## src/aas_pkg.sv

```systemverilog
// aas_pkg: constants and carriers for the alu / accumulator / status block
// assumes one 8-bit datapath clocked by the core clock
package aas_pkg;

  // ==========================================================
  // widths and addresses
  localparam int unsigned DATA_W = 8;
  localparam logic [6:0] STATUS_ADDR = 7'h03;
  localparam logic [7:0] STATUS_RESET = 8'h00;

  // ==========================================================
  // status bit positions
  localparam int unsigned BIT_CARRY = 0;
  localparam int unsigned BIT_NIBBLE = 1;
  localparam int unsigned BIT_ZERO = 2;
  localparam int unsigned BIT_SLEEP = 3;
  localparam int unsigned BIT_WDOG = 4;
  localparam int unsigned BIT_PAGE = 5;
  localparam int unsigned BIT_SPARE1 = 6;
  localparam int unsigned BIT_SPARE0 = 7;
  localparam logic [7:0] ARITH_MASK = 8'h07;
  localparam logic [7:0] ZERO_ONLY_MASK = 8'h04;
  localparam logic [7:0] WRITABLE_MASK = 8'he7;

  // ==========================================================
  // operations
  typedef enum logic [3:0] {
    AAS_OP_PASS,
    AAS_OP_ADD,
    AAS_OP_SUB,
    AAS_OP_AND,
    AAS_OP_OR,
    AAS_OP_XOR,
    AAS_OP_COM,
    AAS_OP_INC,
    AAS_OP_DEC,
    AAS_OP_RLC,
    AAS_OP_RRC,
    AAS_OP_SWAP,
    AAS_OP_CLR
  } aas_op_e;

  // which flags an operation updates
  typedef enum logic [1:0] {
    AAS_FL_NONE,
    AAS_FL_Z,
    AAS_FL_C,
    AAS_FL_CDZ
  } aas_flags_e;

  // one instruction's worth of ALU work from the decoder
  typedef struct packed {
    logic valid;
    aas_op_e op;
    aas_flags_e flags;
    logic src_file;
    logic b_imm;
    logic [7:0] imm;
    logic dest_file;
    logic [6:0] file_addr;
  } aas_req_s;

  // system events affecting the status bits
  typedef struct packed {
    logic wdog_expired;
    logic wdog_kick;
    logic sleep;
  } aas_evt_s;

endpackage

```

## src/aas_alu.sv

```systemverilog
// aas_alu: 8-bit alu, working accumulator and status register
// assumes the decoder supplies one request per cycle and the file
// datapath returns file_rdata for file_addr in the same cycle
`timescale 1ns/10ps
`default_nettype none

module aas_alu
  import aas_pkg::*;
(
  // clock and reset (power-on and brown-out combined externally)
  input wire logic clock,
  input wire logic rst_n,
  // decoder request
  input wire aas_req_s req,
  input wire aas_evt_s evt,
  // file register datapath
  input wire logic [7:0] file_rdata,
  output logic file_we_ff,
  output logic [6:0] file_waddr_ff,
  output logic [7:0] file_wdata_ff,
  // state views
  output logic [7:0] acc_ff,
  output logic [7:0] status_ff,
  output logic sram_page_select_ff
);

  // ========================================================
  // operand selection
  logic [7:0] opa;
  logic [7:0] opb;
  logic [7:0] file_val;

  function automatic logic hits_status(input logic [6:0] addr);
    hits_status = (addr == STATUS_ADDR);
  endfunction

  // the status register is served here, not from the file datapath
  assign file_val = hits_status(req.file_addr) ? status_ff : file_rdata;

  always_comb begin
    opb = req.b_imm ? req.imm : file_val;
    opa = acc_ff;
    if (req.src_file && (req.op inside {AAS_OP_PASS, AAS_OP_COM,
        AAS_OP_INC, AAS_OP_DEC, AAS_OP_RLC, AAS_OP_RRC, AAS_OP_SWAP})) begin
      opa = file_val;
    end
  end

  // ========================================================
  // arithmetic
  function automatic logic [8:0] add9(input logic [7:0] a,
      input logic [7:0] b, input logic cin);
    add9 = {1'b0, a} + {1'b0, b} + {8'h00, cin};
  endfunction

  function automatic logic [4:0] add5(input logic [3:0] a,
      input logic [3:0] b, input logic cin);
    add5 = {1'b0, a} + {1'b0, b} + {4'h0, cin};
  endfunction

  logic [7:0] res;
  logic res_c;
  logic res_dc;
  logic [8:0] sum;
  logic [4:0] nib;

  always_comb begin
    res = opa;
    res_c = status_ff[BIT_CARRY];
    res_dc = status_ff[BIT_NIBBLE];
    sum = 9'h000;
    nib = 5'h00;
    unique case (req.op)
      AAS_OP_ADD: begin
        sum = add9(opb, opa, 1'b0);
        nib = add5(opb[3:0], opa[3:0], 1'b0);
        res = sum[7:0];
        res_c = sum[8];
        res_dc = nib[4];
      end
      AAS_OP_SUB: begin
        // file minus acc via two's complement: carry out means no borrow
        sum = add9(opb, ~opa, 1'b1);
        nib = add5(opb[3:0], ~opa[3:0], 1'b1);
        res = sum[7:0];
        res_c = sum[8];
        res_dc = nib[4];
      end
      AAS_OP_AND: res = opa & opb;
      AAS_OP_OR: res = opa | opb;
      AAS_OP_XOR: res = opa ^ opb;
      AAS_OP_COM: res = ~opa;
      AAS_OP_INC: res = opa + 8'h01;
      AAS_OP_DEC: res = opa - 8'h01;
      AAS_OP_RLC: begin
        res = {opa[6:0], status_ff[BIT_CARRY]};
        res_c = opa[7];
      end
      AAS_OP_RRC: begin
        res = {status_ff[BIT_CARRY], opa[7:1]};
        res_c = opa[0];
      end
      AAS_OP_SWAP: res = {opa[3:0], opa[7:4]};
      AAS_OP_CLR: res = 8'h00;
      AAS_OP_PASS: res = req.b_imm ? req.imm : opa;
      default: res = opa;
    endcase
  end

  // ========================================================
  // flag update mask and new values
  logic [7:0] flag_mask;
  logic [7:0] flag_val;

  always_comb begin
    flag_mask = 8'h00;
    if (req.valid) begin
      unique case (req.flags)
        AAS_FL_NONE: flag_mask = 8'h00;
        AAS_FL_Z: flag_mask = ZERO_ONLY_MASK;
        AAS_FL_C: flag_mask = 8'h01;
        AAS_FL_CDZ: flag_mask = ARITH_MASK;
      endcase
    end
    flag_val = 8'h00;
    flag_val[BIT_CARRY] = res_c;
    flag_val[BIT_NIBBLE] = res_dc;
    flag_val[BIT_ZERO] = (res == 8'h00);
  end

  logic to_status;
  assign to_status = req.valid && req.dest_file &&
      hits_status(req.file_addr);

  // ========================================================
  // status register
  logic [7:0] nxt_status;
  logic [7:0] wr_mask;

  always_comb begin
    // a flag-affecting op locks all three arithmetic bits, not only its own
    wr_mask = WRITABLE_MASK;
    if (req.flags != AAS_FL_NONE) begin
      wr_mask = WRITABLE_MASK & ~ARITH_MASK;
    end
    nxt_status = status_ff;
    if (to_status) begin
      nxt_status = (status_ff & ~wr_mask) | (res & wr_mask);
    end
    // results win over the written value for affected flags
    nxt_status = (nxt_status & ~flag_mask) | (flag_val & flag_mask);
    if (evt.wdog_kick || evt.sleep) begin
      nxt_status[BIT_WDOG] = 1'b0;
    end
    if (evt.wdog_expired) begin
      nxt_status[BIT_WDOG] = 1'b1;
    end
    if (evt.wdog_kick) begin
      nxt_status[BIT_SLEEP] = 1'b0;
    end
    if (evt.sleep) begin
      nxt_status[BIT_SLEEP] = 1'b1;
    end
  end

  always_ff @(posedge clock or negedge rst_n) begin
    if (!rst_n) begin
      status_ff <= STATUS_RESET;
    end else begin
      status_ff <= nxt_status;
    end
  end

  always_ff @(posedge clock or negedge rst_n) begin
    if (!rst_n) begin
      sram_page_select_ff <= 1'b0;
    end else begin
      sram_page_select_ff <= nxt_status[BIT_PAGE];
    end
  end

  // ========================================================
  // accumulator
  always_ff @(posedge clock or negedge rst_n) begin
    if (!rst_n) begin
      acc_ff <= 8'h00;
    end else if (req.valid && !req.dest_file) begin
      acc_ff <= res;
    end
  end

  // ========================================================
  // file write-back (status writes stay local)
  always_ff @(posedge clock or negedge rst_n) begin
    if (!rst_n) begin
      file_we_ff <= 1'b0;
      file_waddr_ff <= 7'h00;
      file_wdata_ff <= 8'h00;
    end else begin
      file_we_ff <= req.valid && req.dest_file && !to_status;
      file_waddr_ff <= req.file_addr;
      file_wdata_ff <= res;
    end
  end
endmodule // aas_alu

`default_nettype wire

```

## config.mk

```make
export PLATFORM = sky130hd
export DESIGN_NAME = aas_alu
export DESIGN_NICKNAME = d
export VERILOG_FILES = /design/src/aas_pkg.sv /design/src/aas_alu.sv
export SDC_FILE = /design/constraint.sdc
export NUM_CORES = 1
export LEC_CHECK = 0
export BUFFER_PORTS_ARGS = -buffer_cell sky130_fd_sc_hd__buf_2
export CAP_MARGIN = 20
export CORE_ASPECT_RATIO = 0.8
export CORE_MARGIN = 2
export CORE_UTILIZATION = 45
export DETAILED_ROUTE_END_ITERATION = 12
export HOLD_SLACK_MARGIN = 0.05
export MAX_ROUTING_LAYER = met4
export PLACE_DENSITY_LB_ADDON = 0.1
export SLEW_MARGIN = 5
export SYNTH_ARGS = -nofsm -noshare
export SYNTH_HDL_FRONTEND = slang
export SYNTH_SLANG_ARGS = --single-unit
```

## constraint.sdc

```tcl
create_clock -name clock -period 4.05 [get_ports clock]
set_clock_uncertainty 0.15 [all_clocks]
set_input_delay 0.6075 -clock clock [delete_from_list [all_inputs] [get_ports clock]]
set_output_delay 0.6075 -clock clock [all_outputs]
set_load 0.01 [all_outputs]
```

### Word-level counts from Yosys, hierarchy flattened

Cells that the tools add are included.

| word-level totals | value |
|---|---|
| bits in registers | 33 |
| bits of input ports | 38 |
| logic and storage cells | 71 |

| operators by class | value |
|---|---|
| $add $sub $neg | 8 |
| equality and inequality tests | 16 |
| mux-type cells | 15 |
| bitwise gates (word level) | 13 |
| reduce and logical (&&, ||, !) cells | 13 |

Operators with widths:

| cell | count |
|---|---|
| 8-bit case mux with 13 select lines | 1 |
| 8-bit two-way mux | 6 |
| 8-bit AND | 4 |
| 8-bit case mux with 4 select lines | 1 |
| 8-bit inverter | 3 |
| 8-bit OR | 3 |
| 4-bit equality test (second input constant) | 5 |
| 8-bit by 8-bit adder with 9-bit output | 2 |
| 4-bit by 3-bit equality test with 1-bit output (second input constant) | 4 |
| 4-bit by 4-bit adder with 5-bit output | 2 |
| 9-bit by 1-bit adder with 9-bit output (second input constant) | 1 |
| 8-bit by 1-bit adder with 8-bit output (second input constant) | 1 |
| 3-bit by 8-bit AND with 8-bit output | 1 |
| 4-bit by 2-bit equality test with 1-bit output (second input constant) | 2 |
| 8-bit logical NOT | 1 |
| 8-bit by 1-bit subtractor with 8-bit output (second input constant) | 1 |
| 8-bit bitwise XOR | 1 |
| 7-bit by 2-bit equality test with 1-bit output (second input constant) | 1 |
| 7-bit nonzero test | 1 |
| 5-bit by 1-bit adder with 5-bit output (second input constant) | 1 |
| 1-bit logical AND | 5 |
| 2-bit equality test (second input constant) | 2 |
| 4-bit by 1-bit equality test with 1-bit output (second input constant) | 1 |
| 4-bit logical NOT | 1 |
| 10 further kinds | 14 |

### Depth between registers and ports, before layout

Gate-level depths: netlist (run 1).

| depth | value |
|---|---|
| depth in word-level cells | 15 |
| gate-level depth with buffers | 18 |
| mapped depth without buffers | 17 |

### Least setup slack after synthesis (run 1)

Ideal clock, no wire load.

| timing | value |
|---|---|
| path kind | input-to-reg |
| start point | input req[23] (netlist name) |
| end point | register (tool-made name) |
| setup time | 0.092 ns |
| data arrival time | 4.176 ns |
| required time | 3.808 ns |
| slack | -0.368 ns |
| stages | 17 |
| cells stage by stage | buf_2 > nand2b_1 > a221o_1 > a21oi_2 > a21o_1 > ha_1 > inv_1 > fa_1 > nand2b_1 > a21o_1 > o31ai_1 > o221a_2 > o22a_1 > a31oi_1 > nor4_2 > nand4b_1 > o31ai_2 |

RTL lines:

| what | RTL line | text |
|---|---|---|
| start: declaration | aas_alu.sv:14 | `input wire aas_req_s req,` |

==> results by stage, run 1 <==
Power:
- The leakage power total is 2.59 nW.
- Internal power comes to 1.29 mW.
- Across the VDD grid, the largest voltage drop is 0.352 mV.
- Combinational logic burns 70.3% of the power.
- The power density relative to cell area is 425 nW/um^2.
- The sequential share of power is 19.5%.
- The clock share of power is 10.2%.
- Summed over all nets, the switching power comes to 1.02 mW.
- In this run switching power makes up 44.2% of total power.

Setup path:
- The required arrival time at the worst endpoint is 4100 ps.
- The worst setup path is captured at a flop.
- For the worst setup path, the data arrival time is 4090 ps.
- The top fanout value on the critical path is 4.
- The worst setup path category is in2reg.
- STA classifies the critical path startpoint as an input pin.

Clock tree:
- For the worst-skew pair, the clock arrives at the later sink with an insertion delay of 290 ps.
- The number of buffers inserted during clock tree synthesis is 5.
- The TritonCTS clock tree is yes.
- In this run the deepest clock path goes through 2 buffers.
- Clock-pin slew was measured on the worst setup and hold paths at 70 ps.
- In this run the clock root is driven by a clkbuf_8.
- After clock tree synthesis, the flow added hold-fix buffers numbering 0.
- The H-tree was split into 2 levels.
- The tree built by TritonCTS fans out to 32 sinks.

Die:
- The starting utilization of the core area is 46.1%.
- The I/O pin total is 71.
- In this run the core area contains 29 standard-cell rows.
- The floorplan step defined a core boundary enclosing 7910 sq um.
- In this run the vertical extent of the chip is 84.5 um.
- Measured along the x axis, the die boundary spans 105 um.
- The die covers 8840 sq um.

Final layout:
- The most common cell after layout, fill and taps aside is buf_4.
- The antenna diode count is 0.
- Once layout is complete, the utilization of the core stands at 68.9%.
- In the layout the commonest cells are buf_4, buf_2, nand2_1, dfrtp_1.
- At the end of the flow, the number of nets in the layout was 692.
- In the final layout, the share of cells above drive strength 1 is 45.9%.
- The growth of design area from synthesis to finish is 49.6%.

Placement:
- The post-placement setup slack is -496 ps.
- The HPWL after detailed placement is 11.8 mm.
- At the end of routability-driven placement, the weighted congestion stood at 1.04.
- In this run the tool buffered the top-level ports with 70 buffer cells.

Routing:
- The routed layout has 4457 vias.
- The aggregate routed wire length is 15.2 mm.
- In the routed layout, each cell is associated on average with a via count of 6.13.
- The number of optimization iterations in the first detailed-route pass is 5.
- In this run the remaining antenna-violating nets after routing total 0.
- In the final routed layout, each cell accounts on average for 20.9 um.
- After detailed routing, the number of remaining DRC violations is 0.
- In this run, the number of DRC markers left after iteration 0 of detailed routing was 473.

Synthesis:
- The fraction of registers with async set or reset after synthesis is 100%.
- The count of different cell masters after synthesis is 78.
- The warning count from the yosys run is 0.
- Synthesis inferred 32 register bits.
- The sequential cell area fraction in the yosys report is 22.0%.
- The net count after synthesis is 517.
- After technology mapping, the gate count stands at 444.
- The synthesized netlist occupies a cell area of 3640 sq um.
- The dominant register cell in the synthesized netlist is dfrtp_1.
- Yosys mapped a number of flops with a built-in enable equal to 0.
- A synthesized cell averages 8.21 sq um.

STA:
- For the finished layout, the period the worst path requires is 4040 ps.
- The portion of the clock cycle consumed by the worst path in the final layout is 99.8%.
- Setup repair after global routing could not meet its margin everywhere.
- The hold violation count in the final report is 0.
- The final count of pins violating max slew is 0.
- In this run the tightest slew margin relative to its limit is 37.4%.
- The count of final setup violators is 0.
- Summed over all failing endpoints, the final setup total negative slack is 0 ps.
- The slew at the pin closest to its max-slew limit is 930 ps.
- The fmax is 247 MHz.
- The tightest hold path in the finished design has a slack of 210 ps.
- The smallest setup slack after layout is 9.03 ps.

Run:
- The number of violations of the max-capacitance limit is 0.

Global route:
- The number of antenna violations at the first check in global routing is 0.
- The number of global-route vias before repair is 4320.
- The largest net degree at the start of global routing is 33.
- Global routing finished with a remaining overflow of 0.
- For this run, the total global-route usage over all layers was measured as 35.5%.
- The first-pass GRT wire length is 23.7 mm.

Outcome:
- The flow ran to the end, and the final reports show no timing, DRC or antenna violations.

Hold path:
- The path type of the worst min-delay path is in2async.
==> power by group through the flow <==
stage,sequential (mW),clock [mW],combinational (mW)
after CTS,0.449,0.238,1.47
final,0.452,0.236,1.63
after floorplan,0.474,0,0.686
after global placement,0.451,0,1.35
after detailed placement,0.454,0,1.37
after global routing,0.456,0.256,1.75
==> cell families after synthesis <==
kind of cell / count (synthesis) / share of synthesized area [%]
compound gates: 148 / 29.4
xor+xnor: 7 / 1.68
fa+ha+maj: 35 / 12.6
buf+inv: 56 / 6.18
flops: 32 / 22.0
mux: 22 / 7.17
simple gates: 144 / 21.0
==> state kept, by name, indices dropped and copies added, names as in the netlist, named ones only <==
| signal | flops |
|---|---|
| acc_ff | 8 |
| file_waddr_ff | 7 |
| file_wdata_ff | 8 |
| file_we_ff | 1 |
| status_ff | 5 |
==> worst max-delay path: stages <==
cell      delay [ps]
buf_6             90
or4_4            550
buf_6            160
o21ai_4          160
a21oi_2           80
a21o_1           210
ha_2             220
fa_2             370
o21bai_4         150
a21oi_4           90
o31a_1           270
a221oi_1         250
o22a_1           240
a31oi_4          120
nor4_2           150
nand4b_1         140
o31ai_2          210
==> path summary, 6_finish.rpt <==
kind / start / end / slack [ps] / cells past startpoint
min reg2reg: acc_ff[5] / acc_ff[5] / 380 / 2
min in group clock: req[5] / file_waddr_ff[5] / 300 / 1
max reg2reg: status_ff[5] / status_ff[7] / 560 / 15
max in group asynchronous: rst_n / file_waddr_ff[3] / 3070 / 1
max: req[2] / flop / 9 / 17
min: rst_n / status_ff[3] / 210 / 1
==> what timing repair did <==
| action | CTS | global route |
|---|---|---|
| buffers inserted | 4 | 6 |
| resized for setup | 32 | 38 |
| endpoints found under the setup margin | 11 | 13 |
| pin swaps | 9 | 11 |
| endpoints found under the hold margin | 0 | 0 |
==> through the flow <==
step | power [mW] | cell area, sq um | std cells
5_1_grt | 2.46 | 5450 | 727
2_1_floorplan | 1.16 | 3700 | 444
4_1_cts | 2.16 | 5200 | 721
3_3_place_gp | 1.80 | 4930 | 710
3_5_place_dp | 1.82 | 4930 | 710
6_report | 2.32 | 5450 | 727
==> layer usage <==
layer  up-vias  GRT usage [%]  share of wire (%)
met5         -              -                  0
met4         0           8.85                2.8
met3        34           6.75                9.6
met2       253           53.4                 44
met1      2154           49.4                 44
li1       2016              -                  -
==> cell usage after synthesis, drive strengths merged (2+ instances only) <==
master,count,share of area (%)
nor2,34,3.6
nand2,33,3.6
dfrtp,32,22
ha,32,11
inv,32,3.3
a21oi,28,3.9
o21ai,27,3.7
mux2,18,6.1
clkbuf,17,1.8
nand3,16,2.2
a221oi,14,4.4
a211oi,10,2.2
nor3,10,1.4
nand2b,9,1.5
a21o,8,1.6
o22ai,8,1.4
and3,7,1.2
o31ai,7,1.6
a22oi,6,1.2
buf,6,1.0
nand4,5,0.86
nor4,5,1.4
or3,5,0.86
xnor2,5,1.2
a32oi,4,0.96
and2,4,0.69
mux2i,4,1.1
o21bai,4,0.82
a2111oi,3,0.72
a21boi,3,0.62
a31oi,3,0.51
fa,3,1.6
nand4b,3,0.72
o211ai,3,0.62
o221ai,3,0.72
or4,3,0.62
a221o,2,0.55
nand3b,2,0.41
nor3b,2,0.41
or2,2,0.34
or4b,2,0.55
xor2,2,0.48
==> cell type report <==
cell class	instances	area [sq um]
multi-input combinational	356	3010
inverter	33	124
fill	677	2460
tap	108	135
timing repair buffer	191	1300
clock buffer	6	72.6
sequential	32	801
clock inverter	1	5.00
No activity file was read; power rests on OpenSTA's default activity.
==> inputs of run 2 (changes only) <==
--- a/config.mk
+++ b/config.mk
@@ -5,6 +5,7 @@
 export SDC_FILE = /design/constraint.sdc
 export NUM_CORES = 1
 export LEC_CHECK = 0
+export ABC_AREA = 1
 export BUFFER_PORTS_ARGS = -buffer_cell sky130_fd_sc_hd__buf_2
 export CAP_MARGIN = 20
 export CORE_ASPECT_RATIO = 0.8
==> results by stage, run 2 <==
STA:
- Dividing the final minimum period by the clock period gives 89.5%.
- The worst pin sits at a relative slew slack of 50.3%.
- The slew at the pin closest to its max-slew limit is 742 ps.
- Adding up every negative setup slack in the final design gives 0 ps.
- The fmax is 276 MHz.
- Setup repair after global routing left no endpoint under its margin.
- Setup violations remaining at the end of the flow were counted as 0.
- The final count of pins violating max slew is 0.
- The hold violation count in the final report is 0.
- The worst path in the final design needs a cycle of 3630 ps, including I/O delays and setup.

Final layout:
- The area growth from synthesis to layout is 22.4%.
- The top cell types in the final layout, fill and taps aside, are nand2_1, inv_1, buf_2, nand3_1, nor2_1.
- For this run, the share of the core covered by cells in the final layout is 56.1%.
- The final net count is 789.
- Cells with a size suffix above 1 make up 23.4% of the layout.
- The antenna diode count is 0.
- The most common cell after layout, fill and taps aside is nand2_1.
- In the final layout, the registers with the most flip-flops are acc_ff x8, file_wdata_ff x8, file_waddr_ff x7.

Routing:
- The number of optimization iterations in the first detailed-route pass is 5.
- The aggregate routed wire length is 13.5 mm.
- The final route contains 4328 vias.
- Once detail routing completed, the nets flagged for antenna violations numbered 0.
- The via count normalized by instance count is 5.22.
- Dividing the detail-routed wire length by the instance count gives 16.2 um.
- The initial detailed-routing violation count is 451.
- For this run, design rule violations remaining after detail routing come to 0.

Setup path:
- The top fanout value on the critical path is 11.
- The worst-case register-to-register setup slack is 830 ps.
- The worst register-to-register path has a depth of 19.
- At the worst endpoint, the required time is 4130 ps.
- The worst setup path category is in2reg.
- The kind of end point of the critical path is a flop.
- Data arrives at the worst endpoint at 3710 ps.
- STA classifies the critical path startpoint as an input pin.

Synthesis:
- The number of enable-type register cells in the synthesized netlist is 0.
- The cell taking the most area after synthesis is dfrtp_1.
- The average size of a mapped cell is 6.33 sq um.
- The cell count after synthesis came out at 606.
- The proportion of netlist area held by the largest area contributor is 20.9%.
- Summing every instance area after synthesis gives 3830 sq um.
- The dominant register cell in the synthesized netlist is dfrtp_1.
- Synthesis instantiated 42 different standard cells from the library.
- The Yosys step of the flow raised 0 warnings.
- The sequential cell area fraction in the yosys report is 20.9%.
- The fraction of registers with async set or reset after synthesis is 100%.
- The number of nets handed over by synthesis was 679.
- Yosys attributes the largest share of cell area to dfrtp_1, nand2_1, ha_1.
- By count the netlist is led by nand2_1, inv_1, nand3_1, nor2_1, o21ai_0.
- The most frequent cell after synthesis is nand2_1.
- The flip-flop and latch count after synthesis is 32.

Global route:
- The number of global-route vias before repair is 4108.
- The global-route congestion overflow total is 0.
- The global-route total usage across every layer is 31.0%.
- The first global-routing pass estimated 21.4 mm of wire.
- The number of antenna violations at the first check in global routing is 0.
- Entering global routing, the biggest net connects 33 pins.

Die:
- In this run the core area contains 30 standard-cell rows.
- The placeable core region is 8370 sq um.
- The die boundary width is 107 um.
- The die covers 9280 sq um.
- The height of the chip is 86.6 um.
- The starting utilization of the core area is 45.8%.
- 71 I/O pins were placed.

Power:
- Dividing total power by cell area gives a power density of 347 nW/um^2.
- Summed over all cells, the static leakage comes to 2.68 nW.
- The worst supply voltage drop on vdd is 0.184 mV.
- The overall power consumption is 1.63 mW.

Clock tree:
- The deepest clock path buffer count is 2.
- The H-tree generated during clock tree synthesis spans 2 levels.
- The clock sink total is 32.
- The clock input transition at the sequential cells of the worst setup and hold paths is 70 ps.
- In this run, CTS created clock tree buffers numbering 5.
- The TritonCTS clock tree is yes.
- The clock tree root buffer cell is clkbuf_8.
- The clock latency reported for the late side of the worst-skew pair is 290 ps.
- For this design, the CTS-stage hold fixing added 0 buffers.

Hold path:
- The path class of the tightest hold or removal check is in2async.

Outcome:
- The flow ran to the end, and the final reports show no timing, DRC or antenna violations.

Placement:
- The number of buffer cells added on primary ports is 70.
- The congestion estimate from routability-driven global placement came to 1.06.
- Detailed placement ended at an HPWL of 11.4 mm.

Run:
- The tool flagged a number of max-cap violations equal to 0.
## run 2: cell types whose count changed after synthesis, sizes merged, moves of 18 or more
cell,change
inv,+66
mux2,-18
nand2,+146
nand3,+50
nor2,+34
## run 2: logic make-up (layout without fill, tap and decap cells)
group	Yosys count	count (layout)	share of synthesized area (%)
XOR/XNOR	3	3	0.685
adder cells (fa/ha/maj)	35	35	12.0
buffers and inverters	109	220	11.6
AND/OR/NAND/NOR	342	342	42.3
AO/OA/AOI/OAI	85	85	12.5
flip-flops	32	32	20.9
## run 2: worst max path at each step
stage / startpoint / to / cells past startpoint
global route: req[22] / flop / 25
CTS: req[3] / flop / 23
finish: req[22] / flop / 23
detailed placement: req[3] / flop / 23
global placement: req[3] / flop / 23
floorplan: req[22] / flop / 25
## run 2: power by group
part	switching, mW	leakage [nW]	internal (mW)
logic	0.591	2.23	0.371
clock network	0.121	0.0510	0.135
registers	0.0409	0.400	0.371
## run 2: worst max-delay path, cell delays in order
cell and delay [ps]:
buf_2 130, inv_2 60, nand2_1 80, inv_1 90, o21ai_0 140, nand3_4 210, nand2_8 140, nand2_4 90
nand2_2 90, ha_1 250, fa_1 430, xor2_1 190, a22oi_1 200, nand2_1 100, nor2_1 140, nand2_1 70
nor2_1 130, nand3_2 140, nor2_1 120, nand3_1 70, nor2_1 90, nand3_1 70, nand2_1 60
## run 2: final cells by class
| class | count | area, sq um |
|---|---|---|
| Clock buffer | 6 | 82.6 |
| Clock inverter | 2 | 10.0 |
| Fill cell | 858 | 3670 |
| Inverter | 98 | 368 |
| Multi-Input combinational cell | 465 | 2610 |
| Sequential cell | 32 | 801 |
| Tap cell | 112 | 140 |
| Timing Repair Buffer | 114 | 681 |
## run 2: what timing repair did
item,CTS,global route
resized for setup,0,6
endpoints found under the hold margin,0,0
setup endpoints to repair,0,3
buffers inserted,0,0
## run 2: stage by stage
stage / cells / setup WS, ps / area (sq um) / hold slack, ps
2_1_floorplan: 606 / 391 / 3830 / 162
3_5_place_dp: 821 / 29.1 / 4580 / 369
3_3_place_gp: 821 / 61.0 / 4580 / 347
5_1_grt: 829 / 54.8 / 4700 / 285
6_report: 829 / 424 / 4700 / 230
4_1_cts: 829 / 327 / 4670 / 258
## run 2: metal layers
layer | global-route usage (%) | up-vias | part of all wire [%]
met2 | 44.6 | 172 | 42
met5 | - | - | 0
li1 | - | 2161 | -
met4 | 4.49 | 0 | 1.0
met1 | 46.5 | 1983 | 48
met3 | 4.81 | 12 | 9.1
==> inputs of run 3 (changes only) <==
--- a/config.mk
+++ b/config.mk
@@ -8,9 +8,11 @@
 export ABC_AREA = 1
 export BUFFER_PORTS_ARGS = -buffer_cell sky130_fd_sc_hd__buf_2
 export CAP_MARGIN = 20
+export CELL_PAD_IN_SITES_DETAIL_PLACEMENT = 1
+export CELL_PAD_IN_SITES_GLOBAL_PLACEMENT = 1
 export CORE_ASPECT_RATIO = 0.8
 export CORE_MARGIN = 2
-export CORE_UTILIZATION = 45
+export CORE_UTILIZATION = 40
 export DETAILED_ROUTE_END_ITERATION = 12
 export HOLD_SLACK_MARGIN = 0.05
 export MAX_ROUTING_LAYER = met4
==> results by stage, run 3 (same netlist as run 2, synthesis figures left out) <==
Outcome:
- The run finished with clean final reports.

Die:
- The total die area is 10400 sq um.
- Measured along the y axis, the die boundary spans 91.6 um.
- The starting utilization of the core area is 41.7%.
- The standard-cell row count is 31.
- The core region is 9190 sq um.
- The die boundary width is 113 um.
- The I/O pin total is 71.

STA:
- The final critical-path required period is 3720 ps.
- The hold violation count in the final report came to 0.
- The final count of pins violating max slew was 0.
- Setup violations remaining at the end of the flow were counted as 0.
- On the final layout, the worst hold slack is 236 ps.
- The normalized max-slew margin is 51.3%.
- At the pin with the least slew margin, the transition time is 730 ps.
- The fmax is 269 MHz.
- Of the available clock period, the critical path in the final layout requires 91.9%.

Setup path:
- The critical path startpoint category is an input pin.
- The worst-case register-to-register setup slack is 770 ps.
- The top fanout value on the critical path is 8.
- The delay of the slowest cell on the worst path is 390 ps.
- The worst setup path is of the in2reg kind.
- The required arrival time at the worst endpoint is 4120 ps.
- On the critical path, the stage with the largest delay is an instance of fa_1.
- STA classifies the critical path endpoint as a flop.
- The cell repeated most along the worst path is nand2_1.
- The depth of the worst register-to-register path is 20.
- Data arrives at the worst endpoint at 3790 ps.

Power:
- The leakage power total is 2.74 nW.
- The power density relative to cell area is 383 nW/um^2.
- The overall power consumption is 1.84 mW.
- IR analysis of the VDD net gives a maximum drop of 0.210 mV.

Routing:
- The aggregate routed wire length is 15.8 mm.
- In this run the remaining antenna-violating nets after routing total 0.
- The first TritonRoute pass finished after 4 iterations.
- The routed wire length per instance is 18.9 um.
- The DRC violation count after routing is 0.
- The total vias in the final route is 4551.
- After detailed routing, the number of vias per cell comes to 5.43.
- The initial detailed-routing violation count is 285.

Final layout:
- The growth of design area from synthesis to finish is 25.5%.
- In the layout the commonest cells are nand2_1, inv_1, buf_2, nand3_1, nor2_1.
- The fraction of final layout cells sized beyond drive strength 1 is 24.2%.
- The most common cell after layout, fill and taps aside is nand2_1.
- For this run, the share of the core covered by cells in the final layout is 52.4%.
- The cell area after layout is 4810 sq um.
- The largest registers in the layout are acc_ff x8, file_wdata_ff x8, file_waddr_ff x7.
- The antenna diode count is 0.
- The net count of the finished layout is 795.

Global route:
- The first global-routing pass estimated 25.6 mm of wire.
- The largest net degree at the start of global routing is 33.
- The number of global-route vias before repair came to 4732.
- The number of antenna violations at the first check in global routing is 0.
- Global routing used 32.8% of the available tracks across all layers.
- Summed over all layers, the global routing overflow is 0.

Clock tree:
- The H-tree generated during clock tree synthesis spans 2 levels.
- The clock passes through at most 2 buffers.
- The clock tree root buffer cell is clkbuf_16.
- In this run, CTS created clock tree buffers numbering 5.
- The clock sink total is 32.
- The clock input transition at the sequential cells of the worst setup and hold paths is 50 ps.
- For the worst-skew pair, the clock arrives at the later sink with an insertion delay of 280 ps.
- TritonCTS built the clock tree.
- After clock tree synthesis, the flow added hold-fix buffers numbering 0.

Placement:
- The post-DP HPWL is 13.1 mm.
- After detailed placement, the total cell area comes to 4600 sq um.
- The number of buffer cells added on primary ports is 70.
- The final RePlAce weighted congestion is 0.974.

Hold path:
- The path class of the tightest hold or removal check is in2async.

Run:
- Max-cap violations in this run came to 0.
run 3: power breakdown:
| part | switching (mW) | leakage, nW | internal (mW) |
|---|---|---|---|
| clock | 0.146 | 0.0798 | 0.289 |
| combinational | 0.625 | 2.27 | 0.373 |
| sequential | 0.0413 | 0.400 | 0.371 |
run 3: critical path: cells and delay by family:
kind                       cells  cell delay [ps]
AOI/OAI and AO/OA              1              150
xor gates and xnor gates       1              150
adders and majority gates      2              630
buffers and inverters          4              500
and+or+nand+nor               17             1760
run 3: layer usage:
metal  GRT usage [%]  share of wire, %  vias to the layer above
met1            47.6                49                     2206
met4            6.40               1.6                        0
met2            48.1                42                      146
met5               -                 0                        -
met3            5.34               6.9                       26
li1                -                 -                     2173
run 3: final cells by class:
class / instances / area (sq um)
Inverter: 98 / 368
Clock inverter: 3 / 42.5
Timing Repair Buffer: 120 / 726
Fill cell: 1290 / 4380
Clock buffer: 5 / 125
Multi-Input combinational cell: 465 / 2610
Sequential cell: 32 / 801
Tap cell: 115 / 144
run 3: timing repair:
item                                    4_1_cts  5_1_grt
buffers inserted                              0        3
endpoints found under the setup margin        0        8
gates resized for setup                       0        7
run 3: how the worst max path moves through the flow:
| stage | from | endpoint | slack (ps) |
|---|---|---|---|
| after floorplan | req[22] | flop | 390 |
| after global placement | req[2] | flop | 160 |
| after detailed placement | req[2] | flop | 20 |
| after CTS | req[2] | flop | 290 |
| after global routing | req[5] | flop | -2 |
| final | req[6] | flop | 330 |
run 3: per-stage QoR:
| stage | setup TNS (ps) | worst slack [ps] | instances |
|---|---|---|---|
| 2_1_floorplan | 0 | 391 | 606 |
| 3_3_place_gp | 0 | 160 | 827 |
| 3_5_place_dp | 0 | 24.0 | 827 |
| 4_1_cts | 0 | 290 | 835 |
| 5_1_grt | -1.99 | -1.99 | 838 |
| 6_report | 0 | 327 | 838 |
